$ cat config.mk
export PLATFORM = sky130hd
export DESIGN_NAME = obc_top
export DESIGN_NICKNAME = d
export VERILOG_FILES = /design/src/obc_decode.v /design/src/obc_erase_seq.v /design/src/obc_top.v
export VERILOG_INCLUDE_DIRS = /design/src
export SDC_FILE = /design/constraint.sdc
export NUM_CORES = 1
export LEC_CHECK = 0
export BUFFER_PORTS_ARGS = -buffer_cell sky130_fd_sc_hd__buf_2
export CORE_MARGIN = 2
export CORE_UTILIZATION = 40
export CTS_CLUSTER_DIAMETER = 100
export DETAILED_ROUTE_END_ITERATION = 12
export PLACE_DENSITY = 0.74
export SETUP_SLACK_MARGIN = 0.1
export SYNTH_ARGS = -nofsm -noshare
export SYNTH_HDL_FRONTEND = slang
export SYNTH_SLANG_ARGS = --single-unit
$ cat constraint.sdc
create_clock -name hclk -period 2.3 [get_ports hclk]
set_input_delay 0.46 -clock hclk [delete_from_list [all_inputs] [get_ports hclk]]
set_output_delay 0.46 -clock hclk [all_outputs]
set_load 0.1 [all_outputs]
$ cat src/obc_defs.vh
/*
 * constants of the option byte configuration decoder: register offsets,
 * option byte field positions, reset values and decode codes.
 * assumes inclusion by the design files of the decoder only.
 */
`ifndef OBC_DEFS_VH
`define OBC_DEFS_VH

// register byte offsets on the bus
`define OBC_OFS_OPT0      8'h00
`define OBC_OFS_OPT1      8'h04
`define OBC_OFS_STAT      8'h08
`define OBC_OFS_CMD       8'h0C
`define OBC_OFS_ERR       8'h10
`define OBC_OFS_WDAT      8'h14

// option byte 0 fields
`define OBC_B0_RSV0_BIT   7
`define OBC_B0_RSV1_BIT   6
`define OBC_B0_CLK_HI     5
`define OBC_B0_CLK_LO     4
`define OBC_B0_SZ_HI      3
`define OBC_B0_SZ_LO      2
`define OBC_B0_RDP_BIT    1
`define OBC_B0_WRP_BIT    0

// option byte 1 field
`define OBC_B1_OSC_BIT    4

// default and erased values
`define OBC_OPT0_RESET    8'h74
`define OBC_OPT1_RESET    8'hEF
`define OBC_ERASED_BYTE   8'hFF

// clock source field codes
`define OBC_CS_RESONATOR  2'h0
`define OBC_CS_PORTB4     2'h1
`define OBC_CS_RESERVED   2'h2
`define OBC_CS_PORTC0     2'h3

// decoded clock selection
`define OBC_CK_RC         3'h0
`define OBC_CK_RESONATOR  3'h1
`define OBC_CK_EXT_PORTB4 3'h2
`define OBC_CK_EXT_PORTC0 3'h3
`define OBC_CK_INVALID    3'h4

// sector 0 sizes in bytes
`define OBC_SZ_0K5        13'h0200
`define OBC_SZ_1K         13'h0400
`define OBC_SZ_2K         13'h0800
`define OBC_SZ_4K         13'h1000

// command register bits
`define OBC_CMD_OPT_PROG  0
`define OBC_CMD_OPT_ERASE 1
`define OBC_CMD_MEM_PROG  2
`define OBC_CMD_MEM_ERASE 3

// error register bits
`define OBC_ERR_WRP       0
`define OBC_ERR_MODE      1
`define OBC_ERR_RSV       2
`define OBC_ERR_BUSY      3

`endif

$ cat src/obc_decode.v
/*
 * combinational decode of the two latched option bytes into clock,
 * sector and protection settings.
 * assumes the bytes are held stable by the caller.
 */
`timescale 1ns/1ns
`include "obc_defs.vh"

module obc_decode (
    input  wire [7:0]  opt0,
    input  wire [7:0]  opt1,
    output reg  [2:0]  clk_sel,
    output wire        port_c_en,
    output wire        rc_on,
    output wire        delay256,
    output wire [12:0] sector_bytes,
    output wire        rdp,
    output wire        wrp,
    output wire        rsv_ok
);
    wire [1:0] cs;
    wire [1:0] szf;

    function [12:0] sz_bytes;
        input [1:0] f;
        begin
            case (f)
                2'h0:    sz_bytes = `OBC_SZ_0K5;
                2'h1:    sz_bytes = `OBC_SZ_1K;
                2'h2:    sz_bytes = `OBC_SZ_2K;
                default: sz_bytes = `OBC_SZ_4K;
            endcase
        end
    endfunction

    assign cs  = opt0[`OBC_B0_CLK_HI:`OBC_B0_CLK_LO];
    assign szf = opt0[`OBC_B0_SZ_HI:`OBC_B0_SZ_LO];
    // osc bit 0 keeps rc running
    assign rc_on = ~opt1[`OBC_B1_OSC_BIT];
    // default field with rc gives long start-up
    assign delay256 = rc_on & (cs == `OBC_CS_PORTC0);
    assign port_c_en = rc_on | (cs != `OBC_CS_RESONATOR);
    assign sector_bytes = sz_bytes(szf);
    assign rdp = opt0[`OBC_B0_RDP_BIT];
    assign wrp = opt0[`OBC_B0_WRP_BIT];
    assign rsv_ok = ~opt0[`OBC_B0_RSV0_BIT] & opt0[`OBC_B0_RSV1_BIT];

    always @* begin
        if (rc_on) begin
            clk_sel = `OBC_CK_RC;
        end else begin
            case (cs)
                `OBC_CS_RESONATOR: clk_sel = `OBC_CK_RESONATOR;
                `OBC_CS_PORTB4:    clk_sel = `OBC_CK_EXT_PORTB4;
                `OBC_CS_PORTC0:    clk_sel = `OBC_CK_EXT_PORTC0;
                default:           clk_sel = `OBC_CK_INVALID;
            endcase
        end
    end
endmodule

$ cat src/obc_erase_seq.v
/*
 * erase sequencer: memory erase, and option erase that wipes the whole
 * memory first when read-out protection is on.
 * assumes mem_done pulses once the memory erase has finished.
 */
`timescale 1ns/1ns
`include "obc_defs.vh"

module obc_erase_seq (
    input  wire hclk,
    input  wire hresetn,
    input  wire start_mem,
    input  wire start_opt,
    input  wire rdp,
    input  wire mem_done,
    output wire mem_erase,
    output wire opt_erase,
    output wire busy
);
    localparam [1:0] S_IDLE = 2'h0;
    localparam [1:0] S_MEM  = 2'h1;
    localparam [1:0] S_WAIT = 2'h2;
    localparam [1:0] S_OPT  = 2'h3;

    reg [1:0] state_r;
    reg [1:0] state_nxt;
    reg       then_opt_r;
    reg       then_opt_nxt;
    reg       mem_erase_r;
    reg       opt_erase_r;

    always @* begin
        state_nxt = state_r;
        then_opt_nxt = then_opt_r;
        case (state_r)
            S_IDLE: begin
                if (start_opt) begin
                    then_opt_nxt = 1'b1;
                    // protected bytes wipe the memory first
                    state_nxt = rdp ? S_MEM : S_OPT;
                end else if (start_mem) begin
                    then_opt_nxt = 1'b0;
                    state_nxt = S_MEM;
                end
            end
            S_MEM:  state_nxt = S_WAIT;
            S_WAIT: begin
                if (mem_done) begin
                    state_nxt = then_opt_r ? S_OPT : S_IDLE;
                end
            end
            S_OPT:   state_nxt = S_IDLE;
            default: state_nxt = S_IDLE;
        endcase
    end

    always @(posedge hclk or negedge hresetn) begin
        if (!hresetn) begin
            state_r <= S_IDLE;
            then_opt_r <= 1'b0;
            mem_erase_r <= 1'b0;
            opt_erase_r <= 1'b0;
        end else begin
            state_r <= state_nxt;
            then_opt_r <= then_opt_nxt;
            mem_erase_r <= (state_nxt == S_MEM);
            opt_erase_r <= (state_nxt == S_OPT);
        end
    end

    assign mem_erase = mem_erase_r;
    assign opt_erase = opt_erase_r;
    assign busy = (state_r != S_IDLE);
endmodule

$ cat src/obc_top.v
/*
 * option byte configuration decoder: latches the two option bytes at
 * reset release, drives clock, sector and protection settings, and
 * gates programming commands arriving over an ahb-lite slave.
 * assumes the option bytes and prog_mode are synchronous to hclk.
 */
// The implementer's own choices: register access over AHB-Lite and the address map.
// Contract
// - with rc off, clock field picks resonator, port b or c input
// - sector 0 size from bits 3:2: 0.5k, 1k, 2k, 4k
// - read-out protection blocks memory extraction and flash writes
// - erasing protected option bytes erases whole memory first
// - write protection forever refuses memory and bit erase or program
// - erased program memory reads all ones
// - byte 1 bit 4: 0 rc oscillator on, 1 off
`timescale 1ns/1ns
`include "obc_defs.vh"

module obc_top (
    input  wire        hclk,
    input  wire        hresetn,
    input  wire        hsel,
    input  wire [31:0] haddr,
    input  wire [1:0]  htrans,
    input  wire        hwrite,
    input  wire [2:0]  hsize,
    input  wire [31:0] hwdata,
    input  wire        hready,
    output wire        hreadyout,
    output wire        hresp,
    output wire [31:0] hrdata,
    input  wire [7:0]  opt_byte0,
    input  wire [7:0]  opt_byte1,
    input  wire        prog_mode,
    input  wire        mem_erase_done,
    output wire [2:0]  clk_sel,
    output wire        port_c_en,
    output wire        rc_osc_en,
    output wire        startup_delay256,
    output wire [12:0] sector0_bytes,
    output wire        readout_block,
    output wire        flash_write_block,
    output wire        mem_prog,
    output wire        mem_erase,
    output wire [7:0]  mem_fill_byte,
    output wire        opt_prog,
    output wire        opt_erase,
    output wire [15:0] opt_wr_data
);
    reg        loaded_r;
    reg [7:0]  opt0_r;
    reg [7:0]  opt1_r;
    reg [2:0]  clk_sel_r;
    reg        port_c_en_r;
    reg        rc_osc_en_r;
    reg        delay256_r;
    reg [12:0] sector_r;
    reg        rd_block_r;
    reg        wr_block_r;
    reg        mem_prog_r;
    reg        opt_prog_r;
    reg [15:0] wdat_r;
    reg [15:0] opt_wr_r;
    reg [3:0]  err_r;
    reg [3:0]  err_nxt;
    reg [3:0]  err_set;
    reg [31:0] hrdata_r;
    reg [31:0] rdata_nxt;
    reg        wr_pend_r;
    reg [7:0]  waddr_r;

    wire [2:0]  dec_clk;
    wire        dec_pc;
    wire        dec_rc;
    wire        dec_d256;
    wire [12:0] dec_sec;
    wire        dec_rdp;
    wire        dec_wrp;
    wire        dec_rsv;
    wire        seq_busy;
    wire        addr_ph;
    wire        cmd_wr;
    wire [3:0]  cmd;
    wire        go_opt_prog;
    wire        go_opt_erase;
    wire        go_mem_prog;
    wire        go_mem_erase;
    wire        wdat_rsv_ok;

    obc_decode u_dec (
        .opt0         (opt0_r),
        .opt1         (opt1_r),
        .clk_sel      (dec_clk),
        .port_c_en    (dec_pc),
        .rc_on        (dec_rc),
        .delay256     (dec_d256),
        .sector_bytes (dec_sec),
        .rdp          (dec_rdp),
        .wrp          (dec_wrp),
        .rsv_ok       (dec_rsv)
    );

    // bytes sampled once after reset release, then frozen
    always @(posedge hclk or negedge hresetn) begin
        if (!hresetn) begin
            loaded_r <= 1'b0;
            opt0_r <= `OBC_OPT0_RESET;
            opt1_r <= `OBC_OPT1_RESET;
        end else if (!loaded_r) begin
            loaded_r <= 1'b1;
            opt0_r <= opt_byte0;
            opt1_r <= opt_byte1;
        end
    end

    // registered decoded settings
    always @(posedge hclk or negedge hresetn) begin
        if (!hresetn) begin
            clk_sel_r <= `OBC_CK_RC;
            port_c_en_r <= 1'b1;
            rc_osc_en_r <= 1'b1;
            delay256_r <= 1'b1;
            sector_r <= `OBC_SZ_1K;
            rd_block_r <= 1'b1;
            wr_block_r <= 1'b1;
        end else begin
            clk_sel_r <= dec_clk;
            port_c_en_r <= dec_pc;
            rc_osc_en_r <= dec_rc;
            delay256_r <= dec_d256;
            sector_r <= dec_sec;
            // blocks held until bytes are known
            rd_block_r <= ~loaded_r | dec_rdp;
            wr_block_r <= ~loaded_r | dec_rdp | dec_wrp;
        end
    end

    // ahb-lite slave, zero wait states
    assign addr_ph = hsel & htrans[1] & hready;

    always @* begin
        rdata_nxt = 32'h0000_0000;
        case (haddr[7:0])
            `OBC_OFS_OPT0: rdata_nxt[7:0] = prog_mode ? opt0_r : 8'h00;
            `OBC_OFS_OPT1: rdata_nxt[7:0] = prog_mode ? opt1_r : 8'h00;
            `OBC_OFS_STAT: rdata_nxt[12:0] = {loaded_r, seq_busy, prog_mode,
                                              dec_rsv, dec_wrp, dec_rdp,
                                              opt0_r[`OBC_B0_SZ_HI:
                                                     `OBC_B0_SZ_LO],
                                              dec_d256, dec_rc, dec_clk};
            `OBC_OFS_ERR:  rdata_nxt[3:0] = err_r;
            `OBC_OFS_WDAT: rdata_nxt[15:0] = wdat_r;
            default:       rdata_nxt = 32'h0000_0000;
        endcase
        if (haddr[31:8] != 24'h00_0000) begin
            rdata_nxt = 32'h0000_0000;
        end
    end

    always @(posedge hclk or negedge hresetn) begin
        if (!hresetn) begin
            wr_pend_r <= 1'b0;
            waddr_r <= 8'h00;
            hrdata_r <= 32'h0000_0000;
        end else begin
            wr_pend_r <= addr_ph & hwrite & (haddr[31:8] == 24'h00_0000);
            if (addr_ph) begin
                waddr_r <= haddr[7:0];
            end
            if (addr_ph & ~hwrite) begin
                hrdata_r <= rdata_nxt;
            end
        end
    end

    assign cmd_wr = wr_pend_r & (waddr_r == `OBC_OFS_CMD);
    assign cmd = hwdata[3:0];
    assign wdat_rsv_ok = ~wdat_r[`OBC_B0_RSV0_BIT] &
                         wdat_r[`OBC_B0_RSV1_BIT];

    // command gating in programming mode only
    assign go_opt_prog = cmd_wr & cmd[`OBC_CMD_OPT_PROG] & prog_mode &
                         ~seq_busy & ~dec_wrp & wdat_rsv_ok;
    assign go_opt_erase = cmd_wr & cmd[`OBC_CMD_OPT_ERASE] & prog_mode &
                          ~seq_busy & ~dec_wrp;
    assign go_mem_prog = cmd_wr & cmd[`OBC_CMD_MEM_PROG] & prog_mode &
                         ~seq_busy & ~dec_wrp & ~dec_rdp;
    assign go_mem_erase = cmd_wr & cmd[`OBC_CMD_MEM_ERASE] & prog_mode &
                          ~seq_busy & ~dec_wrp & ~go_opt_erase;

    always @* begin
        err_set = 4'h0;
        if (cmd_wr & (cmd != 4'h0)) begin
            err_set[`OBC_ERR_MODE] = ~prog_mode;
            err_set[`OBC_ERR_BUSY] = prog_mode & seq_busy;
            err_set[`OBC_ERR_WRP] = prog_mode & ~seq_busy &
                                    (dec_wrp | (dec_rdp &
                                     cmd[`OBC_CMD_MEM_PROG]));
            err_set[`OBC_ERR_RSV] = prog_mode & ~seq_busy &
                                    cmd[`OBC_CMD_OPT_PROG] &
                                    ~wdat_rsv_ok;
        end
        err_nxt = err_r;
        if (wr_pend_r & (waddr_r == `OBC_OFS_ERR)) begin
            err_nxt = err_r & ~hwdata[3:0];
        end
        err_nxt = err_nxt | err_set;
    end

    always @(posedge hclk or negedge hresetn) begin
        if (!hresetn) begin
            err_r <= 4'h0;
            wdat_r <= {`OBC_OPT1_RESET, `OBC_OPT0_RESET};
            mem_prog_r <= 1'b0;
            opt_prog_r <= 1'b0;
            opt_wr_r <= {`OBC_OPT1_RESET, `OBC_OPT0_RESET};
        end else begin
            err_r <= err_nxt;
            if (wr_pend_r & (waddr_r == `OBC_OFS_WDAT) & prog_mode) begin
                wdat_r <= hwdata[15:0];
            end
            mem_prog_r <= go_mem_prog;
            opt_prog_r <= go_opt_prog;
            if (go_opt_prog) begin
                opt_wr_r <= wdat_r;
            end
        end
    end

    obc_erase_seq u_seq (
        .hclk      (hclk),
        .hresetn   (hresetn),
        .start_mem (go_mem_erase),
        .start_opt (go_opt_erase),
        .rdp       (dec_rdp),
        .mem_done  (mem_erase_done),
        .mem_erase (mem_erase),
        .opt_erase (opt_erase),
        .busy      (seq_busy)
    );

    assign hreadyout = 1'b1;
    assign hresp = 1'b0;
    assign hrdata = hrdata_r;
    assign clk_sel = clk_sel_r;
    assign port_c_en = port_c_en_r;
    assign rc_osc_en = rc_osc_en_r;
    assign startup_delay256 = delay256_r;
    assign sector0_bytes = sector_r;
    assign readout_block = rd_block_r;
    assign flash_write_block = wr_block_r;
    assign mem_prog = mem_prog_r;
    assign mem_fill_byte = `OBC_ERASED_BYTE;
    assign opt_prog = opt_prog_r;
    assign opt_wr_data = opt_wr_r;
endmodule

# Word level (Yosys, flattened, before mapping)
# Cells that the tools add are included.
dict set report classes {
  reduce_logical 11
  mul 0
  n_mux 20
  add_sub_neg 0
  n_lt_le_gt_ge 0
  shifts 0
  div_mod_pow 0
  n_bitwise 56
  eq_ne 16
}
# operator n
set ops {}
lappend ops {{13-bit case mux with 3 select lines} 1}
lappend ops {{1-bit AND} 38}
lappend ops {{8-bit by 5-bit == test with 1-bit output (second input constant)} 4}
lappend ops {{24-bit zero test} 1}
lappend ops {{24-bit nonzero test} 1}
lappend ops {{4-bit case mux with 5 select lines} 1}
lappend ops {{8-bit by 4-bit == test with 1-bit output (second input constant)} 2}
lappend ops {{16-bit two-way mux} 1}
lappend ops {{8-bit two-way mux} 2}
lappend ops {{4-bit case mux with 4 select lines} 1}
lappend ops {{1-bit inverter} 11}
lappend ops {{2-bit == test (second input constant)} 5}
lappend ops {{2-bit two-way mux} 5}
lappend ops {{5-bit case mux with 2 select lines} 1}
lappend ops {{3-bit case mux with 3 select lines} 1}
lappend ops {{2-bit by 1-bit == test with 1-bit output (second input constant)} 4}
lappend ops {{8-bit by 3-bit == test with 1-bit output (second input constant)} 1}
lappend ops {{8-bit zero test} 1}
lappend ops {{4-bit two-way mux} 2}
lappend ops {{2-bit case mux with 4 select lines} 1}
lappend ops {{2-bit zero test} 3}
lappend ops {{3-bit two-way mux} 2}
lappend ops {{2-bit nonzero test} 3}
lappend ops {{4-bit AND} 1}
lappend ops {{6 further kinds} 10}
dict set report word_totals {
  inputBits 92
  mem_count 0
  wordCells 125
  latch_bits 0
  ram_bits 0
  rom_bits 0
  register_bits 122
  out_inout_bits 83
}

# Logic depth before layout (Yosys ltp)
# Gate-level depths: netlist of run 1.
dict set report depth {
  word_depth 12
  mapped_depth 6
  depth_no_buf 6
}

# By module
# Synthesis of run 1 repeated with hierarchy kept, for this count alone.
dict set report unflattened {
  hier_cells 369
  area_unflattened_um2 4745.8
}
# module area_per_inst_um2 seq_area_each_um2 n_inst cells_per_inst
set by_module_without_submodules {}
lappend by_module_without_submodules {obc_top 4334.2 2576.2 1 321}
lappend by_module_without_submodules {obc_erase_seq 219.0 125.1 1 20}
lappend by_module_without_submodules {obc_decode 192.7 0.0 1 28}

# Worst setup path before layout of run 1
# OpenSTA, ideal clock, no wires.
dict set report synth_path {
  path_kind {register -> register}
  start {register u_seq.state_r[1]}
  end {register opt_wr_r[12], in the netlist opt_wr_data[12]}
  arrival_time_ps 1933
  setup_time_ps 126
  setup_slack_ps 241
  synth_period_minus_slack_ps 2059
  stages_incl_launch_ff 6
  path_buffers 1
  path_cell_list {dfrtp_1 > or2_4 > or3_4 > nor4_4 > buf_6 > mux2_4}
}
dict set report synth_via {
  elab_chain_len 5
}
# element line
set synth_lines {}
lappend synth_lines {{start, declared} obc_erase_seq.v:25} ;# reg [1:0] state_r;
lappend synth_lines {{start signal, assigned} obc_erase_seq.v:64} ;# state_r <= state_nxt;
lappend synth_lines {{2-bit nonzero test} obc_erase_seq.v:73} ;# assign busy = (state_r != S_IDLE);
lappend synth_lines {{1-bit inverter} obc_top.v:183} ;# ~seq_busy & ~dec_wrp & wdat_rsv_ok;
lappend synth_lines {{1-bit AND (3 in series)} obc_top.v:182} ;# assign go_opt_prog = cmd_wr & cmd[`OBC_CMD_OPT_PROG] & prog_mode &
lappend synth_lines {{via go_opt_prog} obc_top.v:84} ;# wire go_opt_prog;
lappend synth_lines {{end signal, assigned} obc_top.v:216} ;# opt_wr_r <= {`OBC_OPT1_RESET, `OBC_OPT0_RESET};
lappend synth_lines {{end signal, assigned} obc_top.v:225} ;# opt_wr_r <= wdat_r;
lappend synth_lines {{end, declared} obc_top.v:63} ;# reg [15:0] opt_wr_r;
# The timed path passes the listed nets, and every way through them passes these cells.
# A chain may end at the register's enable or synchronous reset.

# Worst setup path after layout of run 1
dict set report layout_path {
  start {register waddr_r[4]}
  end {register opt_wr_r[12], in the netlist opt_wr_data[12]}
}
dict set report layout_via {
  elab_chain_len 7
}
# element line
set layout_lines {}
lappend layout_lines {{start, declared} obc_top.v:70} ;# reg [7:0] waddr_r;
lappend layout_lines {{start signal, assigned} obc_top.v:168} ;# waddr_r <= haddr[7:0];
lappend layout_lines {{8-bit by 4-bit == test with 1-bit output (no source line)} -}
lappend layout_lines {{1-bit AND} obc_top.v:176} ;# assign cmd_wr = wr_pend_r & (waddr_r == `OBC_OFS_CMD);
lappend layout_lines {{1-bit AND (5 in series)} obc_top.v:182}
# No other way between the ends.

==> results.py, run 1 <==
metrics = {
    "worst_setup_path": {
        "r2r_slack_ps": 170,
        "endpoint_kind": "flip-flop",
        "critical_path_class": "flip-flop to flip-flop",
        "r2r-start": "waddr_r[4]$_DFFE_PN0P_",
        "cp_max_fo": 10,
        "critPathLaunchType": "flip-flop",
        "r2r_end": "opt_wr_data[12]$_DFFE_PN0P_",
        "cp.required_ps": 2530,
        "cp-endpoint": "opt_wr_data[12]$_DFFE_PN0P_",
        "cp.arrival_ps": 2360,
        "reg2regPathDepth": 5,
        "crit_start": "waddr_r[4]$_DFFE_PN0P_",
    },
    "cts": {
        "h-tree-depth": 3,
        "cts_sinks": 97,
        "cts_tree": "yes",
        "cts_buffers": 9,
        "ctsResizeCount": 0,
        "clk_pin_slew_ps": 70,
        "clk_latency_ps": 340,
        "cts_root_buf": "clkbuf_16",
        "holdBufCountCts": 0,
        "cts_max_path_buffers": 2,
    },
    "timing": {
        "slew_viol_final": 0,
        "setup_viol": 0,
        "worst_pin_slew_ps": 761.2,
        "post-route-period-util": 0.9278,
        "tns_ps": 0,
        "slew_headroom": 0.4926,
        "period_minus_slack_ps": 2134,
        "rsz0062_at_grt": "false",
        "hold_violations": 0,
        "max_freq_ghz": 0.4686,
        "clock_skew_ps": 7.014,
    },
    "synth": {
        "yosysWarnings": 0,
        "synth_async_sr_flop_share": 1.000,
        "synth_cell_type_count": 54,
        "synth_edf_count": 0,
        "syn_area_per_cell_um2": 12.48,
        "ys_ff_latch": 97,
        "yosys-top-cells-area": "dfrtp_1, dfstp_2, mux2_2, buf_4, mux2_4",
        "synth_flop_cell": "dfrtp_1",
        "yosys.area.top_type_share": 0.3144,
        "synth_top_area_cell": "dfrtp_1",
        "ys_seq_area_frac": 0.5363,
        "synthCells": 370,
        "mappedNetlistArea_um2": 4617,
    },
    "floorplan": {
        "rows": 39,
        "die_w_um": 111.4,
        "num_io_pins": 175,
        "initial_core_util": 0.4078,
        "die_h_um": 111.4,
        "dieArea_um2": 12420,
        "core_um2": 11320,
    },
    "routing": {
        "ant_nets": 0,
        "routed_wl_um": 10960,
        "vias_per_cell": 5.112,
        "drc": 0,
        "routed.top_layer": "met4",
        "dr.pass1.iters": 4,
        "num_vias": 3318,
        "m1WireLength_um": 4477,
        "met3WireLength_um": 654,
        "drt-initial-drc-count": 185,
        "wire_per_inst_um": 16.88,
        "met2_length_um": 5497,
    },
    "placement": {
        "hpwl_um": 8621,
        "dpl_cell_area_um2": 5314,
        "placement.io_buffers": 119,
        "place_congestion": 0.8843,
    },
    "grt": {
        "grt_pass1_wl_um": 17000,
        "grt_util_all_layers": 0.1761,
        "grt_max_degree": 47,
        "first_global_vias": 3313,
        "grt_overflow": 0,
        "antenna_found_initial": 0,
    },
    "finish": {
        "fillCellCount": 1004,
        "finalNetCount": 597,
        "design_area_um2": 5648,
        "final_layout_size_suffix_gt1_frac": 0.5119,
        "regArea_um2": 2476,
        "n_antenna_cell": 0,
        "multi_input_area_um2": 1909,
        "area_delta_synth_final_pct": 22.33,
    },
    "run_status": {
        "run_status": "finished clean",
    },
    "flow_run": {
        "maxCapViolCount": 0,
    },
    "power": {
        "power.density_nw_per_um2": 769.4,
        "static-leakage-power_uw": 0.002709,
        "peakVddDrop_mv": 0.4391,
    },
    "hold_path": {
        "hold_class": "input port to asynchronous set/reset pin",
    },
}
## registers in the layout (all words and copies together), names as in the netlist, 2 cells and up
name	flops
clk_sel	3
err_r	4
hrdata	16
opt0_r	8
opt1_r	8
opt_wr_data	16
sector0_bytes	4
u_seq.state_r	2
waddr_r	8
wdat_r	16
## cell type report
class,instances,share of cell area
multi-input combinational,249,0.3381
sequential,97,0.4384
clock inverter,7,0.01794
inverter,11,0.007311
clock buffer,9,0.03988
timing repair buffer,133,0.1267
tap,143,0.03168
## metal layers
metal | track usage | up-vias
met1 | 0.2165 | 1621
met4 | 0.08971 | 0
met5 | 0 | -
met3 | 0.03321 | 22
li1 | - | 1544
met2 | 0.2972 | 131
## critical path, cell delays in order, from the launching register on
cell and delay [ps]:
dfrtp_1 410, nand3b_1 250, or3_4 440, nor4_4 310, buf_4 280, mux2_4 320
## cells by family after synthesis
family          after synthesis  share of synthesized area
other cells                   2                   0.001627
mux                          65                     0.1615
simple gates                 94                     0.1309
buf+inv                      58                    0.07777
fa+ha+maj                     4                    0.01084
flops                        97                     0.5363
compound gates               50                    0.08103
## cell usage in the layout, fill, tap and decap left out, drive strengths merged, types with 3 or more instances in the layout
| master | synthesis | layout |
|---|---|---|
| a21oi | 6 | 6 |
| a22oi | 6 | 6 |
| a32o | 3 | 3 |
| and3 | 3 | 3 |
| buf | 38 | 133 |
| clkbuf | 9 | 9 |
| conb | 2 | 36 |
| dfrtp | 58 | 58 |
| dfstp | 39 | 39 |
| ha | 4 | 4 |
| inv | 11 | 14 |
| mux2 | 55 | 55 |
| mux2i | 10 | 10 |
| nand2 | 18 | 18 |
| nand2b | 3 | 3 |
| nand3 | 7 | 7 |
| nor2 | 9 | 9 |
| nor2b | 6 | 6 |
| nor3 | 11 | 11 |
| nor4 | 12 | 12 |
| o21ai | 6 | 6 |
| o31ai | 13 | 13 |
| o32ai | 4 | 4 |
| o41ai | 3 | 3 |
| or2 | 5 | 5 |
| or4 | 3 | 3 |
## synthesized netlist by cell type, types with 3 or more instances
cell	instances
and3_1	3
mux2i_1	10
buf_4	35
a22oi_1	6
o41ai_1	3
nor2_1	9
nand2b_1	3
inv_1	11
nand2_1	18
nor2b_1	6
dfrtp_1	58
clkbuf_1	8
o31ai_1	13
o21ai_0	6
a32o_1	3
mux2_2	48
ha_1	4
a21oi_1	6
o32ai_1	4
nor3_1	10
or2_2	4
nor4_1	11
mux2_4	7
nand3_1	6
or4_1	3
dfstp_2	39
## timing repair
action / in CTS / in global routing
endpoints found under the setup margin: 0 / 1
buffers inserted: 0 / 1
hold endpoints to repair: 0 / 0
## power by group
part           total [uW]  internal (uW)  switching (uW)
registers            1900           1820            80.9
clock network        1610            966             648
logic                 834            171             663
## metrics by stage
step	setup WS, ps	utilization	std cells	total power [uW]	hold WS [ps]
after global placement	167.2	0.4694	632	2743	462.0
final	166.1	0.4989	649	4346	123.0
after detailed placement	74.18	0.4694	632	2762	466.4
after floorplan	240.8	-	404	2595	164.4
after global routing	108.0	0.4989	649	4496	165.3
after CTS	177.9	0.4982	648	4388	141.8
## worst min path at each step
stage                     slack [ps]                     to  cells after the start
after floorplan                  160   clk_sel[0]$_DFF_PN0_                      0
after global placement           460  hrdata[7]$_DFFE_PN0P_                      2
after detailed placement         470  hrdata[7]$_DFFE_PN0P_                      2
after CTS                        140  wdat_r[0]$_DFFE_PN0P_                      1
after global routing             170     mem_prog$_DFF_PN0_                      1
final                            120     mem_prog$_DFF_PN0_                      1
Note: power is estimated with default switching activity, not from simulation.
==> run 2: changes to the inputs <==
- CORE_UTILIZATION: 40 -> 49
- PLACE_DENSITY: 0.74 -> 0.87
- TNS_END_PERCENT: not set -> 1
==> run 2 against run 1 <==
Compared with the run above:
- clock power is 28% lower
- clock skew rose by 12 ps
- worst hold slack got worse by 100 ps
- global-route usage is 4.1 points higher
- critical endpoint unchanged
- largest cell class unchanged
==> results.py, run 2 (synthesis gave the netlist of run 1 again) <==
metrics = {
    "finish": {
        "n_antenna_cell": 0,
        "design_area_um2": 5475,
        "final_common_cell": "buf_2",
        "final_layout_size_suffix_gt1_frac": 0.5099,
        "area_delta_synth_final_pct": 18.59,
        "final_cell_mix": "buf_2, dfrtp_1, mux2_2",
        "finalNetCount": 595,
        "fin_util": 0.5954,
        "finalNonFillerCells": 615,
    },
    "worst_setup_path": {
        "cp.required_ps": 2560,
        "r2r_slack_ps": 170,
        "endpoint_kind": "flip-flop",
        "r2r-start": "waddr_r[4]$_DFFE_PN0P_",
        "r2r_end": "opt_wr_data[12]$_DFFE_PN0P_",
        "critPathLaunchType": "flip-flop",
        "critical_path_class": "flip-flop to flip-flop",
        "reg2regPathDepth": 5,
        "cp.arrival_ps": 2390,
        "cp_max_fo": 11,
    },
    "grt": {
        "grt_util_all_layers": 0.2166,
        "first_global_vias": 3385,
        "grt_overflow": 0,
        "grt_pass1_wl_um": 16890,
        "antenna_found_initial": 0,
        "grt_max_degree": 49,
    },
    "floorplan": {
        "die_w_um": 101.1,
        "num_io_pins": 175,
        "core_um2": 9196,
        "die_h_um": 101.1,
        "rows": 35,
        "dieArea_um2": 10220,
        "initial_core_util": 0.5020,
    },
    "placement": {
        "hpwl_um": 8277,
        "dpl_cell_area_um2": 5266,
        "dp_cells": 599,
        "place_congestion": 0.8975,
        "placement.io_buffers": 119,
    },
    "power": {
        "seqPwrFrac": 0.486,
        "peakVddDrop_mv": 0.4009,
        "p_comb_frac": 0.216,
        "static-leakage-power_uw": 0.002647,
        "p_sw_frac": 0.3496,
        "p_int_uw": 2533,
        "power.density_nw_per_um2": 711.2,
        "switchingPower_uw": 1361,
        "power.share.clock": 0.297,
    },
    "routing": {
        "routed_wl_um": 11000,
        "vias_per_cell": 5.509,
        "wire_per_inst_um": 17.88,
        "dr.pass1.iters": 5,
        "drt-initial-drc-count": 194,
        "ant_nets": 0,
        "num_vias": 3388,
        "drc": 0,
    },
    "cts": {
        "cts_root_buf": "clkbuf_8",
        "clk_latency_ps": 370,
        "cts_tree": "yes",
        "post_cts_buffers": 0,
        "h-tree-depth": 3,
        "cts_buffers": 9,
        "ctsResizeCount": 0,
        "cts_max_path_buffers": 2,
        "cts_sinks": 97,
        "holdBufCountCts": 0,
        "clk_pin_slew_ps": 100,
    },
    "timing": {
        "setup_viol": 0,
        "period_minus_slack_ps": 2131,
        "clock_skew_ps": 18.73,
        "hold_violations": 0,
        "worst_pin_slew_ps": 792.1,
        "tns_ps": 0,
        "slew_headroom": 0.4719,
        "rsz0062_at_grt": "false",
        "max_freq_ghz": 0.4692,
        "post-route-period-util": 0.9266,
        "slew_viol_final": 0,
    },
    "hold_path": {
        "hold_class": "input port to asynchronous set/reset pin",
    },
    "flow_run": {
        "maxCapViolCount": 0,
    },
    "run_status": {
        "run_status": "finished clean",
    },
}
[run 2: cell count changes in the layout (fill, tap and decap cells not counted), sizes merged]
cell | before | now
buf | 133 | 131
bufinv | 2 | 1
clkbuf | 9 | 10
[run 2: area by class of cell]
cell class / count / area [um^2]
repair buffers: 131 / 700.7
inverters: 11 / 41.29
well taps: 111 / 138.9
fillers: 743 / 3721
clock inverters: 6 / 71.32
multi-input cells: 249 / 1909
clock buffers: 10 / 137.6
flip-flops and latches: 97 / 2476
[run 2: stage by stage]
stage / hold WS [ps] / total power (uW) / setup slack, ps
CTS: 26.16 / 3914 / 194.4
finish: 22.71 / 3894 / 168.7
detailed placement: 432.7 / 2761 / 108.8
global placement: 422.5 / 2736 / 151.2
global route: 47.81 / 4046 / 133.7
floorplan: 164.4 / 2595 / 240.8
[run 2: how the worst max path moves through the flow]
| stage | cells past startpoint | slack [ps] | start | to |
|---|---|---|---|---|
| floorplan | 5 | 240 | u_seq.state_r[1]$_DFF_PN0_ | opt_wr_data[12]$_DFFE_PN0P_ |
| detailed placement | 6 | 110 | haddr[0] | hrdata[6]$_DFFE_PN0P_ |
| CTS | 5 | 190 | waddr_r[4]$_DFFE_PN0P_ | opt_wr_data[12]$_DFFE_PN0P_ |
| finish | 5 | 170 | waddr_r[4]$_DFFE_PN0P_ | opt_wr_data[12]$_DFFE_PN0P_ |
| global placement | 6 | 150 | haddr[0] | hrdata[5]$_DFFE_PN0P_ |
| global route | 5 | 130 | waddr_r[4]$_DFFE_PN0P_ | opt_wr_data[12]$_DFFE_PN0P_ |
[run 2: power by group through the flow]
stage	clock network, uW	logic (uW)	registers, uW
5_1_grt	1260	881	1910
6_report	1160	843	1890
3_5_place_dp	0	839	1920
4_1_cts	1180	843	1890
3_3_place_gp	0	822	1910
2_1_floorplan	0	455	2140
[run 2: per-layer routing]
metal  GRT usage  vias to the layer above  part of all wire
met5           0                        -                 0
met4      0.1154                        0             0.030
met3     0.03883                       28             0.085
met2      0.3647                      183              0.48
met1      0.2643                     1641              0.40
li1            -                     1536                 -
[run 2: critical path, cell delays in order, from the launching register on]
cell and delay, ps:
dfrtp_1 420, nand3b_1 250, or3_4 440, nor4_4 310, buf_4 290, mux2_4 330
